===== src/pkg/tios_regs.vh =====
`ifndef TIOS_REGS_VH
`define TIOS_REGS_VH
// instruction codes on the host command port
`define TIOS_INSTR_START   3'h0
`define TIOS_INSTR_HALT    3'h1
`define TIOS_INSTR_TEST    3'h2
`define TIOS_INSTR_TDEV    3'h3
`define TIOS_INSTR_ACK     3'h4
// condition codes {high,low}
`define TIOS_CC_OK         2'h0
`define TIOS_CC_REFUSED    2'h1
`define TIOS_CC_SEL_BUSY   2'h2
`define TIOS_CC_NO_ADDR    2'h3
// common status byte field positions
`define TIOS_CS_IRQ        0
`define TIOS_CS_DEV_HI     1
`define TIOS_CS_DEV_LO     2
`define TIOS_CS_AUTO       3
`define TIOS_CS_UNUSUAL    4
`define TIOS_CS_CTL_HI     5
`define TIOS_CS_CTL_LO     6
`define TIOS_CS_SPARE      7
// detailed status byte field positions
`define TIOS_DS_RATE       0
`define TIOS_DS_WR_OK      1
`define TIOS_DS_WP_VIOL    2
// reset values
`define TIOS_STATUS_RST    8'h00
`define TIOS_CC_RST        2'h3
`define TIOS_FILL_CHAR     8'h00
`endif


===== src/logic/tios_responder.v =====
// Notes on behaviour
// - test-device only reports, changes no state
// - test-device cc: 00 known, 11 unknown, 10 busy
// - acknowledge cc: 00 normal, 01 unusual, 11 none
// - acknowledge returns source address and cause
// - operation starts only on accepted start
// - accepted start then requests order byte
// - status bit 0 shows pending interrupt
// - pending controller interrupt refuses start, chaining allowed
// - status bits 1,2 encode station state
// - bit 3 automatic; manual holds tape motion
// - bit 4 unusual end since last order
// - bits 5,6: 00 standby, 11 busy
// - detailed bit 0 rate error last transfer
// - write rate error emits filler until data
// - detailed bit 1 set when writing permitted
// - detailed bit 1 clear when write protected
// - detailed bit 2 write to protected device
`include "tios_regs.vh"
module tios_responder #(
  parameter AW = 3  // station number width
) (
  // clock and reset
  input  wire          clk_in,
  input  wire          rst_n_in,
  // instruction port from the io_processor
  input  wire          instr_valid_in,     // one-cycle instruction strobe
  input  wire [2:0]    instr_code_in,      // start/halt/test/tdev/ack
  input  wire [7:0]    instr_addr_in,      // addressed device
  input  wire          selector_busy_in,   // io_processor selector busy
  input  wire [7:0]    ctrl_addr_in,       // controller address switches
  // station pins (asynchronous)
  input  wire          st_present_in,      // station online
  input  wire          st_operational_in,
  input  wire          st_auto_in,         // automatic mode selected
  input  wire          st_rewinding_in,
  input  wire          st_write_ring_in,   // write enable ring fitted
  input  wire          st_dev_irq_in,      // device end interrupt request
  // controller events (same clock)
  input  wire          order_valid_in,     // order byte delivered
  input  wire [7:0]    order_in,
  input  wire          chain_in,           // command chaining request
  input  wire          op_done_in,         // operation end pulse
  input  wire          op_unusual_in,      // unusual condition pulse
  input  wire          term_irq_in,        // terminal order asks interrupt
  input  wire          rate_err_in,        // overrun pulse
  input  wire          wr_byte_valid_in,   // host write byte present
  input  wire          wr_slot_in,         // tape needs a byte now
  input  wire [7:0]    wr_byte_in,
  // responses
  output reg           resp_valid_out,
  output reg  [1:0]    cc_out,             // {condition_code_high,_low}
  output reg  [7:0]    status_out,
  output reg  [7:0]    ack_addr_out,       // interrupting source
  output reg           order_req_out,      // order byte request
  output reg           op_active_out,      // controller busy
  output reg           motion_en_out,      // tape motion allowed
  output reg           wr_strobe_out,
  output reg  [7:0]    wr_char_out
);
  // two-flop synchronisers for station pins
  reg [5:0] sync_a;
  reg [5:0] sync_b;
  always @(posedge clk_in or negedge rst_n_in) begin
    if (!rst_n_in) begin
      sync_a <= 6'h00;
      sync_b <= 6'h00;
    end else begin
      sync_a <= {st_present_in, st_operational_in, st_auto_in,
                 st_rewinding_in, st_write_ring_in, st_dev_irq_in};
      sync_b <= sync_a;
    end
  end
  wire present  = sync_b[5];
  wire oper     = sync_b[4];
  wire auto_md  = sync_b[3];
  wire rewind   = sync_b[2];
  wire wr_ring  = sync_b[1];
  wire dev_irq  = sync_b[0];

  // controller state
  reg       busy;          // executing an operation
  reg       ctl_irq;       // controller interrupt pending
  reg       irq_unusual;   // cause of pending interrupt
  reg       unusual;       // unusual since last order
  reg       rate_err;      // overrun in last transfer
  reg       wp_viol;       // write ordered onto protected device
  reg       writing;       // current order is a write
  reg [7:0] active_addr;   // device owning the operation

  // decode helpers
  function is_write;
    input [7:0] ord;
    begin
      is_write = (ord[1:0] == 2'h1);
    end
  endfunction
  function [7:0] common_status;
    input irq, op, rw, at, un, bz;
    begin
      common_status = `TIOS_STATUS_RST;
      common_status[`TIOS_CS_IRQ]    = irq;
      common_status[`TIOS_CS_DEV_HI] = op & (bz | rw);
      common_status[`TIOS_CS_DEV_LO] = ~op | bz | rw;
      common_status[`TIOS_CS_AUTO]   = at;
      common_status[`TIOS_CS_UNUSUAL] = un;
      common_status[`TIOS_CS_CTL_HI] = bz;
      common_status[`TIOS_CS_CTL_LO] = bz;
      common_status[`TIOS_CS_SPARE]  = 1'b0;
    end
  endfunction

  wire addr_ok  = present && (instr_addr_in == ctrl_addr_in);
  wire irq_pend = ctl_irq | dev_irq;
  // start only when idle, ready and nothing pending
  wire start_ok = !busy && oper && !rewind && !irq_pend;
  wire [7:0] cs = common_status(irq_pend, oper, rewind, auto_md, unusual, busy);

  // per-station memory of write-protect violation, indexed by device
  wire       mem_rd;  // violation flag of the active station, one cycle late
  tios_status_mem #(.AW(AW), .DW(1)) u_mem (
    .clk_in      (clk_in),
    .rst_n_in    (rst_n_in),
    .wr_en_in    (order_valid_in),
    .wr_addr_in  (active_addr[AW-1:0]),
    .wr_data_in  (is_write(order_in) & ~wr_ring),
    .rd_addr_in  (active_addr[AW-1:0]),
    .rd_data_out (mem_rd)
  );

  // controller state machine; set beats clear for every flag except busy, where op_done_in wins over a start
  always @(posedge clk_in or negedge rst_n_in) begin
    if (!rst_n_in) begin
      busy        <= 1'b0;
      ctl_irq     <= 1'b0;
      irq_unusual <= 1'b0;
      unusual     <= 1'b0;
      rate_err    <= 1'b0;
      wp_viol     <= 1'b0;
      writing     <= 1'b0;
      active_addr <= 8'h00;
      order_req_out <= 1'b0;
    end else begin
      // order request drops once the order arrives
      if (order_valid_in) begin
        order_req_out <= 1'b0;
        writing <= is_write(order_in);
        wp_viol <= is_write(order_in) & ~wr_ring;
        unusual <= op_unusual_in;
        rate_err <= 1'b0;                          // new transfer
      end else if (op_unusual_in) begin
        unusual <= 1'b1;
      end
      if (rate_err_in) begin
        rate_err <= 1'b1;
      end
      // acknowledge carries no device address; the priority chain picks us
      if (instr_valid_in && instr_code_in == `TIOS_INSTR_ACK) begin
        ctl_irq <= 1'b0;                           // a new request below wins
      end else if (instr_valid_in && addr_ok) begin
        // tdev and test reach this branch but change nothing
        if (instr_code_in == `TIOS_INSTR_START && start_ok &&
            !selector_busy_in) begin
          busy          <= 1'b1;
          active_addr   <= instr_addr_in;
          order_req_out <= 1'b1;
        end else if (instr_code_in == `TIOS_INSTR_HALT) begin
          busy          <= 1'b0;
          order_req_out <= 1'b0;
          if (instr_addr_in == active_addr) begin
            ctl_irq <= 1'b0;
          end
        end
      end
      // chaining continues despite a pending interrupt
      if (chain_in && busy) begin
        order_req_out <= 1'b1;
      end
      if (op_done_in) begin
        busy <= 1'b0;
      end
      if (term_irq_in) begin
        ctl_irq     <= 1'b1;
        irq_unusual <= unusual | op_unusual_in;
      end
    end
  end

  // response builder: cc, status, source address
  reg [1:0] next_cc;
  reg [7:0] next_st;
  always @* begin
    next_cc = `TIOS_CC_NO_ADDR;
    next_st = `TIOS_STATUS_RST;
    case (instr_code_in)
      `TIOS_INSTR_START, `TIOS_INSTR_TEST: begin
        next_st = cs;
        if (!addr_ok) begin
          next_cc = `TIOS_CC_NO_ADDR;
        end else if (selector_busy_in) begin
          next_cc = `TIOS_CC_SEL_BUSY;
        end else if (start_ok) begin
          next_cc = `TIOS_CC_OK;
        end else begin
          next_cc = `TIOS_CC_REFUSED;
        end
      end
      `TIOS_INSTR_HALT: begin
        next_st = cs;
        if (!addr_ok) begin
          next_cc = `TIOS_CC_NO_ADDR;
        end else begin
          next_cc = busy ? `TIOS_CC_REFUSED : `TIOS_CC_OK;
        end
      end
      `TIOS_INSTR_TDEV: begin
        // detailed status; pure read
        next_st[`TIOS_DS_RATE]    = rate_err;
        next_st[`TIOS_DS_WR_OK]   = wr_ring;
        next_st[`TIOS_DS_WP_VIOL] = wp_viol;
        if (!addr_ok) begin
          next_cc = `TIOS_CC_NO_ADDR;
        end else if (selector_busy_in) begin
          next_cc = `TIOS_CC_SEL_BUSY;
        end else begin
          next_cc = `TIOS_CC_OK;
        end
      end
      `TIOS_INSTR_ACK: begin
        // cause in status, source in ack_addr
        next_st[`TIOS_DS_RATE]    = rate_err;
        next_st[`TIOS_DS_WR_OK]   = ~ctl_irq & dev_irq;
        next_st[`TIOS_DS_WP_VIOL] = mem_rd;
        if (ctl_irq) begin
          next_cc = irq_unusual ? `TIOS_CC_REFUSED : `TIOS_CC_OK;
        end else if (dev_irq) begin
          next_cc = `TIOS_CC_OK;
        end else begin
          next_cc = `TIOS_CC_NO_ADDR;
        end
      end
      default: begin
        next_cc = `TIOS_CC_NO_ADDR;
      end
    endcase
  end

  // registered outputs
  always @(posedge clk_in or negedge rst_n_in) begin
    if (!rst_n_in) begin
      resp_valid_out <= 1'b0;
      cc_out         <= `TIOS_CC_RST;
      status_out     <= `TIOS_STATUS_RST;
      ack_addr_out   <= 8'h00;
      op_active_out  <= 1'b0;
      motion_en_out  <= 1'b0;
    end else begin
      resp_valid_out <= instr_valid_in;
      if (instr_valid_in) begin
        cc_out       <= next_cc;
        status_out   <= next_st;
        ack_addr_out <= ctl_irq ? active_addr : ctrl_addr_in;
      end
      op_active_out <= busy;
      // manual mode holds tape motion until automatic
      motion_en_out <= busy & auto_md;
    end
  end

  // write path: filler when host byte is late
  always @(posedge clk_in or negedge rst_n_in) begin
    if (!rst_n_in) begin
      wr_strobe_out <= 1'b0;
      wr_char_out   <= 8'h00;
    end else begin
      wr_strobe_out <= wr_slot_in & busy & writing;
      if (wr_slot_in) begin
        wr_char_out <= wr_byte_valid_in ? wr_byte_in : `TIOS_FILL_CHAR;
      end
    end
  end
endmodule


===== src/logic/tios_status_mem.v =====
// per-station memory of latched conditions; registered read data
module tios_status_mem #(
  parameter AW = 3,
  parameter DW = 3
) (
  // clock and reset
  input  wire          clk_in,
  input  wire          rst_n_in,
  // write port
  input  wire          wr_en_in,
  input  wire [AW-1:0] wr_addr_in,
  input  wire [DW-1:0] wr_data_in,
  // read port
  input  wire [AW-1:0] rd_addr_in,
  output reg  [DW-1:0] rd_data_out
);
  reg [DW-1:0] mem [0:(1<<AW)-1];  // one word per station
  integer i;

  // storage; cleared at reset so no station starts with stale flags
  always @(posedge clk_in or negedge rst_n_in) begin
    if (!rst_n_in) begin
      for (i = 0; i < (1<<AW); i = i + 1) begin
        mem[i] <= {DW{1'b0}};
      end
    end else if (wr_en_in) begin
      mem[wr_addr_in] <= wr_data_in;
    end
  end

  // registered read, one cycle latency
  always @(posedge clk_in or negedge rst_n_in) begin
    if (!rst_n_in) begin
      rd_data_out <= {DW{1'b0}};
    end else begin
      rd_data_out <= mem[rd_addr_in];
    end
  end
endmodule


===== config.mk =====
export PLATFORM = sky130hd
export DESIGN_NAME = tios_responder
export DESIGN_NICKNAME = d
export VERILOG_FILES = /design/src/logic/tios_responder.v /design/src/logic/tios_status_mem.v
export VERILOG_INCLUDE_DIRS = /design/src /design/src/pkg
export SDC_FILE = /design/constraint.sdc
export NUM_CORES = 1
export LEC_CHECK = 0
export ABC_AREA = 1
export ABC_CLOCK_PERIOD_IN_PS = 1500
export BUFFER_PORTS_ARGS = -buffer_cell sky130_fd_sc_hd__buf_2
export CAP_MARGIN = 20
export CELL_PAD_IN_SITES_DETAIL_PLACEMENT = 0
export CELL_PAD_IN_SITES_GLOBAL_PLACEMENT = 2
export CORE_MARGIN = 2
export CORE_UTILIZATION = 27
export DETAILED_ROUTE_END_ITERATION = 10
export GPL_TIMING_DRIVEN = 0
export MAX_ROUTING_LAYER = met4
export PLACE_DENSITY_LB_ADDON = 0.12
export SETUP_SLACK_MARGIN = 0.3
export SLEW_MARGIN = 20
export SYNTH_ARGS = -nofsm -noshare
export SYNTH_HDL_FRONTEND = slang
export SYNTH_HIERARCHICAL = 1
export SYNTH_SLANG_ARGS = --single-unit

===== constraint.sdc =====
create_clock -name clk_in -period 1.5 [get_ports clk_in]
set_input_delay 0.225 -clock clk_in [delete_from_list [all_inputs] [get_ports clk_in]]
set_output_delay 0.225 -clock clk_in [all_outputs]
set_load 0.02 [all_outputs]

==> metrics.md, run 1 <==
| Metric | Value |
|---|---|
| Filler cells | `1,208` |
| CTS tree | `yes` |
| Pleak | `2.184 nW` |
| Share of layout cells above drive strength 1 | `31.65%` |
| Startpoint Class | `flop` |
| Synth async-reset ratio | `100.0%` |
| Max Slew Vio Count | `0` |
| H-tree depth | `3` |
| Met1 usage in global routing | `19.96%` |
| GRT Util Overall | `15.70%` |
| Synth Instances | `384` |
| Antenna-violating nets left | `0` |
| WL/cell | `13.64 um` |
| Peak supply drop | `0.0006086 V` |
| Final std cells w/o fill | `639` |
| Avg Cell Area, Syn | `8.038 um^2` |
| Vias in the first global route | `2,827` |
| CP max stage delay | `0.41 ns` |
| Placed Area | `3659 um^2` |
| Main synth FF type | `dfrtp_1` |
| Post-DP HPWL | `6358 um` |
| Critical-path top delay cell | `dfrtp_2` |
| Sw frac | `26.24%` |
| Placed cell count | `602` |
| Pwr/cell area | `1012 nW/um^2` |
| Setup slack after layout | `0.02645 ns` |
| CTS clock-pin slew for the worst setup and hold paths | `0.05 ns` |
| Die width | `110.9 um` |
| NetSw | `1.130 mW` |
| Arrival time worst endpoint | `1.69 ns` |
| Number of library cell types mapped by synthesis | `36` |
| Root Driver | `clkbuf_16` |
| Clock share of power | `45.1%` |
| GR peak layer | `met2` |
| Synth Cell Area | `3087 um^2` |
| Worst clock skew | `0.007908 ns` |
| Starting Density | `27.38%` |
| DP Worst Slack | `-0.3681 ns` |
| Fin area | `4254 um^2` |
| Global-route met2 utilization | `24.91%` |
| Worst setup EP type | `flop` |
| Crit-path cells | `inv_2 > nand3_2 > nor2_2 > inv_2 > nor4_4 > nand2_4 > buf_12 > nand2_2 > o21ai_2` |
| DRT iter0 DRCs | `106` |
| CTS sink count | `65` |
| Total number of vias | `2,746` |
| Clock buffer depth | `2` |
| DRT Wirelength | `8715 um` |
| IO buf count | `74` |
| Hold WC Path Type | `input port to flop` |
| Status | `complete, no violations` |
| Multi-input gate area | `1240 um^2` |
| RSZ-0062 raised after global routing | `yes` |
| Sequential-to-total area share from yosys stat | `52.78%` |
| NumNets Final | `544` |
| Final Cycle Share | `98.24%` |
| DR DRC count | `0` |
| # rows | `39` |
| Initial antenna violation count | `0` |
| Clock Latency Late Sink | `0.33 ns` |
| First-pass GRT wire length | `14,630 um` |
| Synthesized net count | `437` |
| Largest net degree at the start of global routing | `36` |
| Critical path type | `flop to flop` |
| FMAX | `678.6 MHz` |
| Comb power frac | `11.4%` |
| FF+latch count, synth | `65` |
| Max-cap viol count | `0` |
| Core ar. | `11,270 um^2` |
| Most frequent CP cell | `inv_2` |
| Final setup fails | `0` |
| Register Area | `1634 um^2` |
| Num ports | `84` |
| N_diodes | `0` |
| Worst path required time | `1.71 ns` |
| GR Util met3 | `3.554%` |
| Synth warnings | `6` |
| Post-synth EDFFs | `0` |
| Die Height | `110.9 um` |
| Die Area | `12,300 um^2` |
| Share of power burned in registers | `43.5%` |
| Num CTS Buffers | `9` |
| Vias per inst | `4.297` |
| Fin. Hold Viols | `0` |
| RePlAce Congestion | `0.7751` |
| Initial DRT Pass Iterations | `4` |
| Int Power | `3.176 mW` |
| Worst-path fanout max | `5` |
| Layout area overhead | `37.82%` |
| GRT overflow | `0` |
| Post-route minimum period | `1.474 ns` |
==> power by group through the flow <==
| stage | Sequential (mW) | Clock (mW) | Combinational (mW) |
|---|---|---|---|
| final | 1.87 | 1.94 | 0.489 |
| after global routing | 1.88 | 2.11 | 0.552 |
| after CTS | 1.87 | 2.02 | 0.496 |
| after floorplan | 1.96 | 0 | 0.173 |
| after detailed placement | 1.90 | 0 | 0.465 |
| after global placement | 1.90 | 0 | 0.457 |
==> critical path: cells and delay by family, from the launching register on <==
kind	cells	cell delay (ns)
compound gates	1	0.05
simple gates	5	0.61
flops	1	0.41
buf+inv	3	0.27
==> kinds of logic (layout without fill, tap and decap cells) <==
logic type | Yosys count | in the layout | synth area share, %
simple gates | 172 | 172 | 24.16
xor+xnor | 2 | 2 | 0.5676
other cells | 1 | 1 | 0.1215
flops | 65 | 65 | 52.78
buf+inv | 76 | 188 | 9.728
compound gates | 68 | 68 | 12.65
==> layout by cell type (no fill, tap or decap), drive strengths merged, types with 2 or more instances in the layout <==
cell type    instances
nand2              101
buf                 94
inv                 65
dfrtp               63
o21ai               53
nor2                36
nand3               29
clkbuf              17
dlygate4sd3          7
a21oi                6
clkinv               3
nand4                2
o22ai                2
dfstp                2
clkinvlp             2
o31ai                2
==> synthesized netlist by cell type (2+ instances only) <==
cell type,n,share of area (%)
a21oi_1,5,0.81
nand2_1,99,12
dfstp_2,2,1.7
nor2_1,34,4.1
inv_2,3,0.36
nand4_1,2,0.41
o21ai_0,39,6.3
o31ai_1,2,0.49
nand3_1,28,4.5
nor2_4,2,0.73
inv_1,62,7.5
clkbuf_1,5,0.61
o21ai_1,7,1.1
buf_1,2,0.24
o22ai_1,2,0.41
o21ai_2,7,2.0
buf_4,2,0.49
dfrtp_1,63,51
==> flip-flops by register name, indices dropped and copies added, names as in the netlist, 2 cells and up <==
register,flops
cc_out,2
sync_b,6
active_addr,8
wr_char_out,8
ack_addr_out,8
status_out,6
sync_a,6
u_mem/mem,8
==> layer usage <==
layer | wire, um | part of all wire (%)
met3 | 358 | 4.1
met4 | 107 | 1.2
met2 | 4122 | 47
met1 | 4127 | 47
met5 | 0 | 0
==> area by class of cell <==
cell class,instances,area share (%)
well taps,143,4.206
inverters,66,5.853
repair buffers,96,14.26
flip-flops and latches,65,38.41
multi-input cells,243,29.15
clock buffers,12,5.794
plain buffers,10,1.647
clock inverters,4,0.6765
==> repair_timing <==
| action | CTS | global route |
|---|---|---|
| hold endpoints to repair | 36 | 0 |
| gates resized for setup | 37 | 11 |
| hold buffers | 7 | 0 |
| pin swaps | 5 | 4 |
| endpoints found under the setup margin | 33 | 27 |
| buffers inserted | 11 | 3 |
==> stage by stage <==
stage / TNS, ns / hold WS (ns) / total power, mW / utilization [%]
floorplan: 0 / -0.07059 / 2.129 / -
global placement: -17.97 / 0.3323 / 2.358 / 32.26
detailed placement: -5.696 / 0.1968 / 2.367 / 32.46
CTS: -0.7719 / 0.07610 / 4.387 / 37.25
global route: -0.5121 / 0.08202 / 4.542 / 37.74
finish: 0 / 0.08920 / 4.306 / 37.74
==> path summary, 6_finish.rpt <==
check	startpoint	end	slack [ns]	cells past startpoint
max in group asynchronous	rst_n_in	cc_out[0]	0.53	3
setup reg to reg	busy	active_addr[1]	0.03	9
setup / recovery	busy	active_addr[1]	0.03	9
hold reg to reg	sync_a[5]	sync_b[5]	0.34	0
hold / removal	rate_err_in	rate_err	0.09	2
min in group asynchronous	rst_n_in	u_mem/mem[7]	0.37	2
No activity file was read; power rests on OpenSTA's default activity.
==> run 2, diff against run 1 <==
--- a/config.mk
+++ b/config.mk
@@ -15,9 +15,11 @@
 export CORE_MARGIN = 2
 export CORE_UTILIZATION = 27
 export DETAILED_ROUTE_END_ITERATION = 10
+export GPL_ROUTABILITY_DRIVEN = 0
 export GPL_TIMING_DRIVEN = 0
 export MAX_ROUTING_LAYER = met4
 export PLACE_DENSITY_LB_ADDON = 0.12
+export RECOVER_POWER = 25
 export SETUP_SLACK_MARGIN = 0.3
 export SLEW_MARGIN = 20
 export SYNTH_ARGS = -nofsm -noshare
==> metrics.md, run 2 (synthesized netlist as in run 1, its figures left out) <==
| Metric | Value |
|---|---|
| Setup slack after layout | `0.02765 ns (+0.001201 ns)` |
| Final Cycle Share | `98.16% (about the same)` |
| Fin util | `37.67% (-0.067 points)` |
| FMAX | `679.2 MHz (about the same)` |
| Initial antenna violation count | `0 (unchanged)` |
| WL/cell | `13.62 um (-0.10%)` |
| Die Height | `110.9 um (unchanged)` |
| Worst path required time | `1.71 ns (about the same)` |
| Max-cap viol count | `0 (unchanged)` |
| Status | `complete, no violations` |
| Fin. Hold Viols | `0 (unchanged)` |
| Arrival time worst endpoint | `1.68 ns (about the same)` |
| CTS sink count | `65 (unchanged)` |
| Post-route minimum period | `1.472 ns (-0.001201 ns)` |
| Most common cell after layout, fill and taps aside | `nand2_1` |
| Final std cells w/o fill | `639 (unchanged)` |
| Hold WC Path Type | `input port to flop` |
| Largest net degree at the start of global routing | `36 (unchanged)` |
| Startpoint Class | `flop` |
| First-pass GRT wire length | `14,630 um (unchanged)` |
| CP Launch Point | `busy` |
| Antenna-violating nets left | `0 (unchanged)` |
| Die width | `110.9 um (unchanged)` |
| Most frequent cells in the layout | `nand2_1, buf_2, inv_1, dfrtp_1, o21ai_0` |
| Num CTS Buffers | `9 (unchanged)` |
| Initial DRT Pass Iterations | `4 (unchanged)` |
| Routed wl met2 | `4116 um (-0.15%)` |
| M1 wire length | `4145 um (+0.44%)` |
| H-tree depth | `3 (unchanged)` |
| Core ar. | `11,270 um^2 (unchanged)` |
| Worst setup EP type | `flop` |
| Clock Latency Late Sink | `0.33 ns (about the same)` |
| Total number of vias | `2,743 (-0.11%)` |
| Root Driver | `clkbuf_16` |
| RSZ-0062 raised after global routing | `yes` |
| Num ports | `84 (unchanged)` |
| Vias per inst | `4.293 (-0.11%)` |
| Worst-path fanout max | `5 (unchanged)` |
| # rows | `39 (unchanged)` |
| Post-DP HPWL | `6358 um (unchanged)` |
| DP Worst Slack | `-0.3681 ns (unchanged)` |
| GRT Util Overall | `15.70% (unchanged)` |
| Placed cell count | `602 (unchanged)` |
| CTS clock-pin slew for the worst setup and hold paths | `0.05 ns (about the same)` |
| Reg-to-Reg Start | `busy` |
| Max Slew Vio Count | `0 (unchanged)` |
| Peak supply drop | `0.0006402 V (+5.2%)` |
| DR top layer | `met4` |
| DRT iter0 DRCs | `105 (-0.94%)` |
| CTS tree | `yes` |
| Pwr/cell area | `1014 nW/um^2 (+0.22%)` |
| Die Area | `12,300 um^2 (unchanged)` |
| Starting Density | `27.38% (unchanged)` |
| Hold_sp | `rate_err_in` |
| DR DRC count | `0 (unchanged)` |
| IO buf count | `74 (unchanged)` |
| GRT overflow | `0 (unchanged)` |
| Pleak | `2.176 nW (-0.35%)` |
| Share of layout cells above drive strength 1 | `31.25% (-0.40 points)` |
| N_diodes | `0 (unchanged)` |
| Max_slew headroom | `45.25%` |
| Clock buffer depth | `2 (unchanged)` |
| Worst clock skew | `0.008834 ns (+0.0009255 ns)` |
| Final setup fails | `0 (unchanged)` |
| DR WL met3 | `336 um (-6.1%)` |
| NumNets Final | `544 (unchanged)` |
| Setup TNS | `0 ns (unchanged)` |
| Layout area overhead | `37.58%` |
| Worst-Margin Slew | `0.8212 ns` |
| DRT Wirelength | `8706 um (-0.10%)` |
| Overall power | `4.308 mW (about the same)` |
| Vias in the first global route | `2,827 (unchanged)` |
| Critical path type | `flop to flop` |
-- run 2: layout make-up --
type	count	area, um^2
clock inverter	4	28.78
multi-input combinational	243	1240
tap	143	178.9
clock buffer	12	246.5
buffer	10	70.07
fill	1207	7025
sequential	65	1634
timing repair buffer	96	599.3
inverter	66	249.0
-- run 2: metrics by stage --
step / area (um^2) / hold slack (ns)
floorplan: 3087 / -0.07059
global placement: 3636 / 0.3323
detailed placement: 3659 / 0.1968
CTS: 4199 / 0.07610
global route: 4247 / 0.08202
finish: 4247 / 0.08891
-- run 2: repair_timing --
action / CTS / global route
pin swaps: 5 / 4
buffers inserted: 11 / 3
hold endpoints to repair: 36 / 0
hold buffers: 7 / 0
resized for setup: 37 / 11
setup endpoints to repair: 33 / 27
-- run 2: routing by layer --
layer | vias to the layer above | global-route usage, %
met3 | 7 | 3.554
met2 | 59 | 24.91
met5 | - | -
met1 | 1255 | 19.96
li1 | 1422 | -
met4 | 0 | 5.250
-- run 2: worst max-delay path: stages, from the launching register on --
cell and delay (ns):
dfrtp_2 0.41, inv_2 0.06, nand3_2 0.07, nor2_2 0.15
inv_2 0.06, nor4_4 0.22, nand2_4 0.12, buf_12 0.15
nand2_2 0.05, o21ai_2 0.05
-- run 2: worst paths after layout --
kind | end | slack (ns) | cells after the start
max | active_addr[1] | 0.03 | 9
min | rate_err | 0.09 | 2
max reg2reg | active_addr[1] | 0.03 | 9
min reg2reg | sync_b[5] | 0.34 | 0
max in group asynchronous | cc_out[0] | 0.24 | 3
min in group asynchronous | u_mem/mem[7] | 0.52 | 2
-- run 2: report_power, final --
part           internal, mW  switching [mW]  total, mW
combinational         0.176           0.312      0.488
sequential             1.83          0.0384       1.87
clock                  1.16           0.782       1.95
